$ cat src/rtl/alarm_indicator_defines.vh
/*
 * constants for the alarm indicator and fault code block: range limits in
 * tenths of a degree, fault code numbers, timing counts.
 * assumes a 40 mhz clock; readings are signed tenths of a degree celsius.
 */
`ifndef ALARM_INDICATOR_DEFINES_VH
`define ALARM_INDICATOR_DEFINES_VH

`define TEMP_W            16
`define RANGE_MIN_TENTHS  16'shfe0c
`define RANGE_MAX_TENTHS  16'sh07d0
`define CODE_NONE         4'h0
`define CODE_OVER_RANGE   4'h1
`define CODE_UNDER_RANGE  4'h2
`define CODE_SYSTEM       4'h7
`define CODE_SENSOR       4'h9
`define CLK_HZ            40000000
`define SAMPLES_PER_SEC   4
`define SAMPLE_CYCLES     (`CLK_HZ / `SAMPLES_PER_SEC)
`define SECOND_CYCLES     `CLK_HZ
`define DELAY_W           8

`endif

$ cat src/rtl/alarm_indicator.v
/*
 * alarm led and fault code logic of a panel temperature meter: fault code
 * selection, display mode, delayed limit alarms and the three alarm leds.
 * assumes readings arrive synchronous to clk_in as signed tenths of a degree,
 * with sensor and self-test fault levels supplied by the front end.
 */
`timescale 1ns/1ps
`include "alarm_indicator_defines.vh"

module alarm_indicator #(
    // pacing counts; hardware keeps the defaults, a bench may shorten them
    parameter SAMPLE_CYCLES = `SAMPLE_CYCLES,
    parameter SECOND_CYCLES = `SECOND_CYCLES
) (
    // clock and reset
    input  wire                        clk_in,
    input  wire                        arst_n_in,
    // measurement front end
    input  wire signed [`TEMP_W-1:0]   reading_in,
    input  wire                        sensor_fault_in,
    input  wire                        self_test_fail_in,
    // configuration
    input  wire                        minmax_alarm_output_function_in,
    input  wire signed [`TEMP_W-1:0]   upper_alarm_limit_in,
    input  wire signed [`TEMP_W-1:0]   lower_alarm_limit_in,
    input  wire [`DELAY_W-1:0]         alarm_delay_seconds_in,
    // indicators
    output wire                        led_alarm_out,
    output wire                        led_min_out,
    output wire                        led_max_out,
    // display
    output reg  [3:0]                  fault_code_out,
    output reg                         show_code_out,
    output reg  signed [`TEMP_W-1:0]   display_value_out,
    output reg                         sample_tick_out
);

    localparam [31:0] SAMPLE_LAST = SAMPLE_CYCLES - 1;
    localparam [31:0] SECOND_LAST = SECOND_CYCLES - 1;
    localparam        CH_LOW      = 0;
    localparam        CH_HIGH     = 1;
    localparam        SRC_SYSTEM  = 0;
    localparam        SRC_SENSOR  = 1;
    localparam        SRC_OVER    = 2;
    localparam        SRC_UNDER   = 3;
    localparam [0:0]  MODE_VALUE  = 1'b0;
    localparam [0:0]  MODE_CODE   = 1'b1;

    // reset release: two flops so every register leaves reset on the same edge
    reg        rst_meta_q;
    reg        rst_sync_q;
    wire       rst_n;

    always @(posedge clk_in or negedge arst_n_in) begin
        if (!arst_n_in) begin
            rst_meta_q <= 1'b0;
        end else begin
            rst_meta_q <= 1'b1;
        end
    end

    always @(posedge clk_in or negedge arst_n_in) begin
        if (!arst_n_in) begin
            rst_sync_q <= 1'b0;
        end else begin
            rst_sync_q <= rst_meta_q;
        end
    end

    assign rst_n = rst_sync_q;

    // sample pacing; readings, fault levels and limits are only looked at on this tick, so changes
    // between samples are ignored on purpose
    reg  [31:0] sample_cnt_q;
    wire        sample_tick;

    assign sample_tick = (sample_cnt_q == SAMPLE_LAST);

    always @(posedge clk_in or negedge rst_n) begin
        if (!rst_n) begin
            sample_cnt_q <= 32'h0;
        end else if (sample_tick) begin
            sample_cnt_q <= 32'h0;
        end else begin
            sample_cnt_q <= sample_cnt_q + 32'h1;
        end
    end

    always @(posedge clk_in or negedge rst_n) begin
        if (!rst_n) begin
            sample_tick_out <= 1'b0;
        end else begin
            sample_tick_out <= sample_tick;
        end
    end

    // one-second tick, free running; a delay is therefore whole seconds
    // with up to one second of slack at its start
    reg  [31:0] sec_cnt_q;
    wire        sec_tick;

    assign sec_tick = (sec_cnt_q == SECOND_LAST);

    always @(posedge clk_in or negedge rst_n) begin
        if (!rst_n) begin
            sec_cnt_q <= 32'h0;
        end else if (sec_tick) begin
            sec_cnt_q <= 32'h0;
        end else begin
            sec_cnt_q <= sec_cnt_q + 32'h1;
        end
    end

    // measuring span checks
    function over_span;
        input signed [`TEMP_W-1:0] val;
        begin
            over_span = (val > `RANGE_MAX_TENTHS);
        end
    endfunction

    function under_span;
        input signed [`TEMP_W-1:0] val;
        begin
            under_span = (val < `RANGE_MIN_TENTHS);
        end
    endfunction

    // fault sources in priority order, lowest index wins
    wire [3:0] src_hit;

    assign src_hit[SRC_SYSTEM] = self_test_fail_in;
    assign src_hit[SRC_SENSOR] = sensor_fault_in;
    assign src_hit[SRC_OVER]   = over_span(reading_in);
    assign src_hit[SRC_UNDER]  = under_span(reading_in);

    // fault code priority: device error, sensor, then range
    function [3:0] pick_code;
        input [3:0] hit;
        begin
            if (hit[SRC_SYSTEM]) begin
                pick_code = `CODE_SYSTEM;
            end else if (hit[SRC_SENSOR]) begin
                pick_code = `CODE_SENSOR;
            end else if (hit[SRC_OVER]) begin
                pick_code = `CODE_OVER_RANGE;
            end else if (hit[SRC_UNDER]) begin
                pick_code = `CODE_UNDER_RANGE;
            end else begin
                pick_code = `CODE_NONE;
            end
        end
    endfunction

    // limit comparison, shared by both alarm channels
    function beyond;
        input signed [`TEMP_W-1:0] val;
        input signed [`TEMP_W-1:0] lim;
        input                      upward;
        begin
            if (upward) begin
                beyond = (val > lim);
            end else begin
                beyond = (val < lim);
            end
        end
    endfunction

    wire [3:0] code_d;
    wire       code_active;

    assign code_d      = pick_code(src_hit);
    assign code_active = (code_d != `CODE_NONE);

    // code is recomputed each sample so range codes drop out by themselves
    always @(posedge clk_in or negedge rst_n) begin
        if (!rst_n) begin
            fault_code_out <= `CODE_NONE;
        end else if (sample_tick) begin
            fault_code_out <= code_d;
        end
    end

    // display mode; it flips only on a sample so code and value never mix
    reg [0:0] mode_d;

    always @* begin
        mode_d = show_code_out;
        case (show_code_out)
            MODE_VALUE: begin
                if (sample_tick && code_active) begin
                    mode_d = MODE_CODE;
                end
            end
            MODE_CODE: begin
                if (sample_tick && !code_active) begin
                    mode_d = MODE_VALUE;
                end
            end
            default: begin
                mode_d = MODE_VALUE;
            end
        endcase
    end

    always @(posedge clk_in or negedge rst_n) begin
        if (!rst_n) begin
            show_code_out <= MODE_VALUE;
        end else begin
            show_code_out <= mode_d;
        end
    end

    // the last good reading is held while a code covers the display
    always @(posedge clk_in or negedge rst_n) begin
        if (!rst_n) begin
            display_value_out <= {`TEMP_W{1'b0}};
        end else if (sample_tick && !code_active) begin
            display_value_out <= reading_in;
        end
    end

    // limit alarm channels: index 0 watches the low limit, 1 the high limit
    wire [1:0] chan_lit;
    wire       sys_alarm;

    // range codes light the leds too: a reading the meter cannot trust
    // is handled like a system fault
    assign sys_alarm = show_code_out;

    genvar ch;
    generate
        for (ch = 0; ch < 2; ch = ch + 1) begin : g_limit
            wire signed [`TEMP_W-1:0] limit;
            wire                      secs_full;
            wire                      delay_met;
            reg                       past_q;
            reg  [`DELAY_W-1:0]       secs_q;
            reg                       alarm_q;

            assign limit     = (ch == CH_HIGH) ? upper_alarm_limit_in
                                               : lower_alarm_limit_in;
            assign secs_full = (secs_q == {`DELAY_W{1'b1}});
            assign delay_met = (secs_q >= alarm_delay_seconds_in);

            // excursion flag follows the sample rate like the codes do
            always @(posedge clk_in or negedge rst_n) begin
                if (!rst_n) begin
                    past_q <= 1'b0;
                end else if (sample_tick) begin
                    past_q <= beyond(reading_in, limit, ch == CH_HIGH);
                end
            end

            // seconds of sustained excursion, saturating so a long one stays alarmed
            always @(posedge clk_in or negedge rst_n) begin
                if (!rst_n) begin
                    secs_q <= {`DELAY_W{1'b0}};
                end else if (!past_q) begin
                    secs_q <= {`DELAY_W{1'b0}};
                end else if (sec_tick && !secs_full) begin
                    secs_q <= secs_q + {{(`DELAY_W-1){1'b0}}, 1'b1};
                end
            end

            // one cycle behind the flag, so a zero delay still passes a register
            always @(posedge clk_in or negedge rst_n) begin
                if (!rst_n) begin
                    alarm_q <= 1'b0;
                end else begin
                    alarm_q <= past_q && delay_met;
                end
            end

            assign chan_lit[ch] = minmax_alarm_output_function_in
                                  && (alarm_q || sys_alarm);
        end
    endgenerate

    // the general alarm led is the or of both channels
    assign led_min_out   = chan_lit[CH_LOW];
    assign led_max_out   = chan_lit[CH_HIGH];
    assign led_alarm_out = chan_lit[CH_LOW] || chan_lit[CH_HIGH];

endmodule // alarm_indicator

$ cat config.mk
export PLATFORM = sky130hd
export DESIGN_NAME = alarm_indicator
export DESIGN_NICKNAME = d
export VERILOG_FILES = /design/src/rtl/alarm_indicator.v
export VERILOG_INCLUDE_DIRS = /design/src /design/src/rtl
export SDC_FILE = /design/constraint.sdc
export NUM_CORES = 1
export LEC_CHECK = 0
export ABC_AREA = 1
export BUFFER_PORTS_ARGS = -buffer_cell sky130_fd_sc_hd__buf_2
export CORE_UTILIZATION = 50
export CTS_BUF_LIST = sky130_fd_sc_hd__clkbuf_4
export DETAILED_ROUTE_END_ITERATION = 8
export GPL_TIMING_DRIVEN = 1
export PLACE_DENSITY = 0.8
export SKIP_CTS_REPAIR_TIMING = 1
export SYNTH_ARGS = -nofsm -noshare
export SYNTH_HDL_FRONTEND = slang
export SYNTH_SLANG_ARGS = --single-unit
$ cat constraint.sdc
create_clock -name clk_in -period 6.6 [get_ports clk_in]
set_clock_uncertainty 0.1 [all_clocks]
set_input_delay 0.66 -clock clk_in [delete_from_list [all_inputs] [get_ports clk_in]]
set_output_delay 0.66 -clock clk_in [all_outputs]
set_load 0.005 [all_outputs]
Yosys cells after proc, flatten, opt, wreduce, memory -nomap -nowiden
Cells that the tools add are included.

storage, ports and cells
  output and inout port bits = 25
  word-level logic and storage cells = 59
  register bits = 108
  input port bits = 61

cells by class
  muxes and demuxes = 13
  add/sub/neg operators = 4
  equal/unequal tests = 6
  order comparisons = 6
  bitwise gates (word level) = 1
  reductions and logical operators = 15

operators by type and width
  operator                                                         count
  adder 32 x 1 -> 32 bit, second input constant                    2
  2-to-1 mux 32 bit                                                2
  == test 32 x 24 -> 1 bit, second input constant                  1
  == test 32 x 26 -> 1 bit, second input constant                  1
  2-to-1 mux 8 bit                                                 4
  adder 8 x 1 -> 8 bit, second input constant                      2
  == test 8 bit, second input constant                             2
  >= comparator 8 bit                                              2
  greater-than comparator 16 x 12 -> 1 bit, second input constant  1
  greater-than comparator 16 bit                                   1
  less-than comparator 16 x 10 -> 1 bit, second input constant     1
  less-than comparator 16 bit                                      1
  logical AND 1 bit                                                8
  2-to-1 mux 4 bit                                                 2
  2-to-1 mux 2 bit                                                 2
  != test 2 x 1 -> 1 bit, second input constant                    2
  nonzero test 4 bit                                               1
  logical NOT 1 bit                                                3
  logical OR 1 bit                                                 3
  2-to-1 mux 1 bit                                                 2
  case mux 1 bit (2 select lines)                                  1
  inverter 1 bit                                                   1

Depth between registers and ports, before layout
  depth after elaboration = 10
  gate-level depth with buffers = 13
  depth with buffers taken out = 13

Worst setup path before layout
Ideal clock, no wire load.

  kind = input-to-reg
  start point = input port reading_in[14]
  end point = register display_value_out[0]
  stages on the path = 7
  slack = 4623 ps
  data arrival time = 1763 ps
  cell sequence = nor4_1 > nand2_1 > a21oi_4 > clkbuf_1 > nand3_1 > nand2_1 > inv_1

between the ends
  longest elaborated chain between the ends = 8

ends and longest elaborated chain
  item                                             RTL line               source
  from (decl)                                      alarm_indicator.v:19   input wire signed [`TEMP_W-1:0] reading_in,
  less-than comparator 16 x 10 -> 1 bit (no line)  n/a
  2-to-1 mux 2 bit                                 alarm_indicator.v:147  end else if (hit[SRC_UNDER]) begin
  2-to-1 mux 2 bit *                               alarm_indicator.v:145  end else if (hit[SRC_OVER]) begin
  2-to-1 mux 4 bit *                               alarm_indicator.v:143  end else if (hit[SRC_SENSOR]) begin
  2-to-1 mux 4 bit *                               alarm_indicator.v:141  if (hit[SRC_SYSTEM]) begin
  nonzero test 4 bit (no line) *                   n/a
  logical NOT 1 bit *                              alarm_indicator.v:218  end else if (sample_tick && !code_active) begin
  logical AND 1 bit *                              alarm_indicator.v:218
  to (signal assigned)                             alarm_indicator.v:217  display_value_out <= {`TEMP_W{1'b0}};
  to (signal assigned)                             alarm_indicator.v:219  display_value_out <= reading_in;
  to (decl)                                        alarm_indicator.v:34   output reg signed [`TEMP_W-1:0] display_value_out,

Mark *: on every way between the ends. The rest lies on a longest branch, timed or not.
A chain may end at the register's enable or synchronous reset.

Worst setup path in the final report
  start point = register sec_cnt_q[0]
  end point = register g_limit[0].secs_q[5]

between the ends
  longest elaborated chain between the ends = 3

ends and longest elaborated chain
  item                              RTL line               source
  from (decl)                       alarm_indicator.v:99   reg [31:0] sec_cnt_q;
  from (signal assigned)            alarm_indicator.v:110  sec_cnt_q <= sec_cnt_q + 32'h1;
  == test 32 x 26 -> 1 bit          alarm_indicator.v:102  assign sec_tick = (sec_cnt_q == SECOND_LAST);
  logical AND 1 bit                 alarm_indicator.v:261  end else if (sec_tick && !secs_full) begin
  != test 2 x 1 -> 1 bit (no line)  n/a
  to (signal assigned)              alarm_indicator.v:258  secs_q <= {`DELAY_W{1'b0}};
  to (signal assigned)              alarm_indicator.v:260  secs_q <= {`DELAY_W{1'b0}};
  to (signal assigned)              alarm_indicator.v:262  secs_q <= secs_q + {{(`DELAY_W-1){1'b0}}, 1'b1};
  to (decl)                         alarm_indicator.v:238  reg [`DELAY_W-1:0] secs_q;

No other way between the ends.

==> impl_metrics.tcl <==
set metrics [dict create \
    place_congestion 0.939 \
    finalNetCount 1155 \
    synth_seq_cells 108 \
    die_width_um 122 \
    max_slew_margin 0.441 \
    r2r_start "sec_cnt_q[0]$_DFF_PN0_" \
    pwr-share-comb 0.093 \
    pwr-share-clk 0.282 \
    yosysTopAreaCellShare 0.376 \
    power_frac_seq 0.625 \
    synth_cell_types 39 \
    worstSetupStartpoint "sec_cnt_q[0]$_DFF_PN0_" \
    setup_viol 0 \
    viasPerCell 5.10 \
    power.leakage_nw 4.31 \
    cts_tree "built" \
    io_pins 86 \
    cts-root-buf "clkbuf_4" \
    cp.arrival_ns 2.76 \
    area_growth_pct 10.2 \
    cap_violations 0 \
    dpl.hpwl_um 12400 \
    synth.top_cells.by_area "dfrtp_1 38%, nand2_1 10%, inv_1 9.6%, ha_1 8.9%, xor2_1 5.4%" \
    clk_pin_slew_ns 0.17 \
    critPathKind "flop to flop" \
    dieArea_sq_um 14900 \
    coreArea_sq_um 13900 \
    path_max_fanout 25 \
    totalPowerFinal_mw 1.09 \
    finalCritPeriodShare 0.379 \
    final_common_cell "nand2_1" \
    routed_wl_um 16000 \
    routedWlPerCell_um 13.0 \
    antenna_found_initial 1 \
    cpMaxStageDelayCell "dfrtp_1" \
    dr.pass1.iters 5 \
    start_util 0.516 \
    critical-path-top-delay-family "simple AND/OR/NAND/NOR gates" \
    avgSynthCellArea_sq_um 7.53 \
    grt_start_max_net_pins 57 \
    status "finished, final reports clean" \
    synth_warnings 0 \
    clockBufferDepth 2 \
    fin_worst_hold_slack_ns 0.267 \
    crit_path_end_kind "flop" \
    yosys.area.top_type "dfrtp_1" \
    drive_gt1_frac 0.121 \
    cpMostUsedCell "nand2_1" \
    die_h_um 122 \
    rsz0062_at_grt "false" \
    place_inst 1211 \
    layout_min_cycle_time_ns 2.50 \
    grt.total_usage 0.235 \
    drtIter0Drc 430 \
    portBuffers 85 \
    path_buf_inv 1 \
    fin_tns_setup_ns 0 \
    ant_nets 0 \
    max_freq_ghz 0.400 \
    grt_pass1_wl_um 27500 \
    crit_chain "ha_1 -> nand2_1 -> nor2_2 -> nand2_1 -> nor3_1 -> and2_1 -> buf_4 -> nand2_1 -> nand3_1 -> nand2_1" \
    htree_levels 3 \
    switching_share 0.267 \
    power.internal_mw 0.799 \
    slowest_delay_ns 0.43 \
    holdCritPathClass "flop to async pin" \
    worstPathRequired_ns 6.86 \
    ir_worst_vdd_mv 0.0872 \
    synth.net_count 1067 \
    vias 6274 \
    drc 0 \
    power_density_nw_per_um2 138 \
    postSynthCellCount 955 \
    start_kind "flop" \
    cts_made_buffers 9 \
    seq_area_frac_synth 0.376 \
    p_switching_mw 0.291 \
    tightest_slew_ns 0.834 \
    final_cell_count_no_fill 1229 \
    clk_latency_ns 0.47 \
    drv_slew 0 \
    rows 43 \
    synth_area_sq_um 7190 \
    layout_common_cells "191 x nand2_1, 184 x inv_1, 107 x dfrtp_1, 88 x nor2_1, 85 x buf_2" \
    grt_pass1_vias 5929 \
    r2r_slack_ns 4.10 \
    cts.sinks 108 \
    hold_violations 0 \
    grt.overflow.total 0 \
    fill_cells 1316 \
]
layer usage:
| layer | vias to the layer above | part of all wire | wire, um | global-route usage |
|---|---|---|---|---|
| met4 | 0 | 0.019 | 302 | 0.0679 |
| met1 | 2846 | 0.47 | 7540 | 0.320 |
| met2 | 174 | 0.46 | 7340 | 0.375 |
| li1 | 3235 | - | - | - |
| met3 | 19 | 0.052 | 839 | 0.0501 |
| met5 | - | 0 | 0 | 0 |
stage by stage:
stage | area (sq um) | worst slack [ns] | utilization
after global routing | 7920 | 3.85 | 0.568
after detailed placement | 7790 | 4.17 | 0.559
after global placement | 7790 | 4.31 | 0.559
after CTS | 7910 | 4.13 | 0.568
after floorplan | 7190 | 3.27 | -
final | 7920 | 4.10 | 0.568
state kept, by name (all words and copies together) (netlist names), named ones only:
register           count
rst_meta_q             1
g_limit.alarm_q        2
g_limit.secs_q        16
fault_code_out         4
sample_tick_out        1
g_limit.past_q         2
rst_n                  1
sample_cnt_q          32
display_value_out     16
sec_cnt_q             32
logic make-up after synthesis:
logic type	count (synthesis)	share of synthesized area
simple gates	476	0.310
compound gates	47	0.0373
buf+inv	211	0.113
fa+ha+maj	51	0.0888
flops	108	0.376
other cells	1	0.000522
xor+xnor	61	0.0743
cells in the mapped netlist, drive strengths merged:
master	instances
a211oi	1
a21o	1
a21oi	25
a31oi	3
and2	2
buf	7
clkbuf	4
clkinv	3
conb	1
dfrtp	108
ha	51
inv	197
nand2	192
nand3	68
nand3b	12
nand4	53
nor2	92
nor3	45
nor3b	2
nor4	9
o2111ai	2
o211ai	1
o21a	1
o21ai	13
or2	1
xnor2	17
xor2	44
layout make-up:
class | count | area [sq um] | share of cell area
tap | 180 | 225 | 0.0284
clock buffer | 11 | 82.6 | 0.0104
multi-input combinational | 636 | 3670 | 0.463
timing repair buffer | 88 | 450 | 0.0569
sequential | 108 | 2710 | 0.342
antenna | 1 | 2.50 | 0.000316
inverter | 200 | 751 | 0.0948
clock inverter | 5 | 33.8 | 0.00426
power groups by stage:
stage | logic, mW | clock network, mW | registers, mW
5_1_grt | 0.119 | 0.347 | 0.683
4_1_cts | 0.102 | 0.323 | 0.681
3_3_place_gp | 0.0986 | 0 | 0.693
6_report | 0.102 | 0.307 | 0.681
2_1_floorplan | 0.0592 | 0 | 0.692
3_5_place_dp | 0.102 | 0 | 0.693
worst paths after layout:
check                                              endpoint  cells after the start
setup / recovery           g_limit[0].secs_q[5]$_DFFE_PN0P_                     10
hold / removal                   sample_cnt_q[22]$_DFF_PN0_                      0
setup reg to reg           g_limit[0].secs_q[5]$_DFFE_PN0P_                     10
hold reg to reg                  sample_cnt_q[22]$_DFF_PN0_                      0
max in group asynchronous      g_limit[1].alarm_q$_DFF_PN0_                      1
min in group clk_in                         rst_n$_DFF_PN0_                      0
worst register-to-register path, delay by kind of cell (launching register included):
kind          cells  cell delay (ns)
simple gates      8             1.37
flops             1             0.43
buf+inv           1             0.31
fa+ha+maj         1             0.21
No activity file was read; power rests on OpenSTA's default activity.
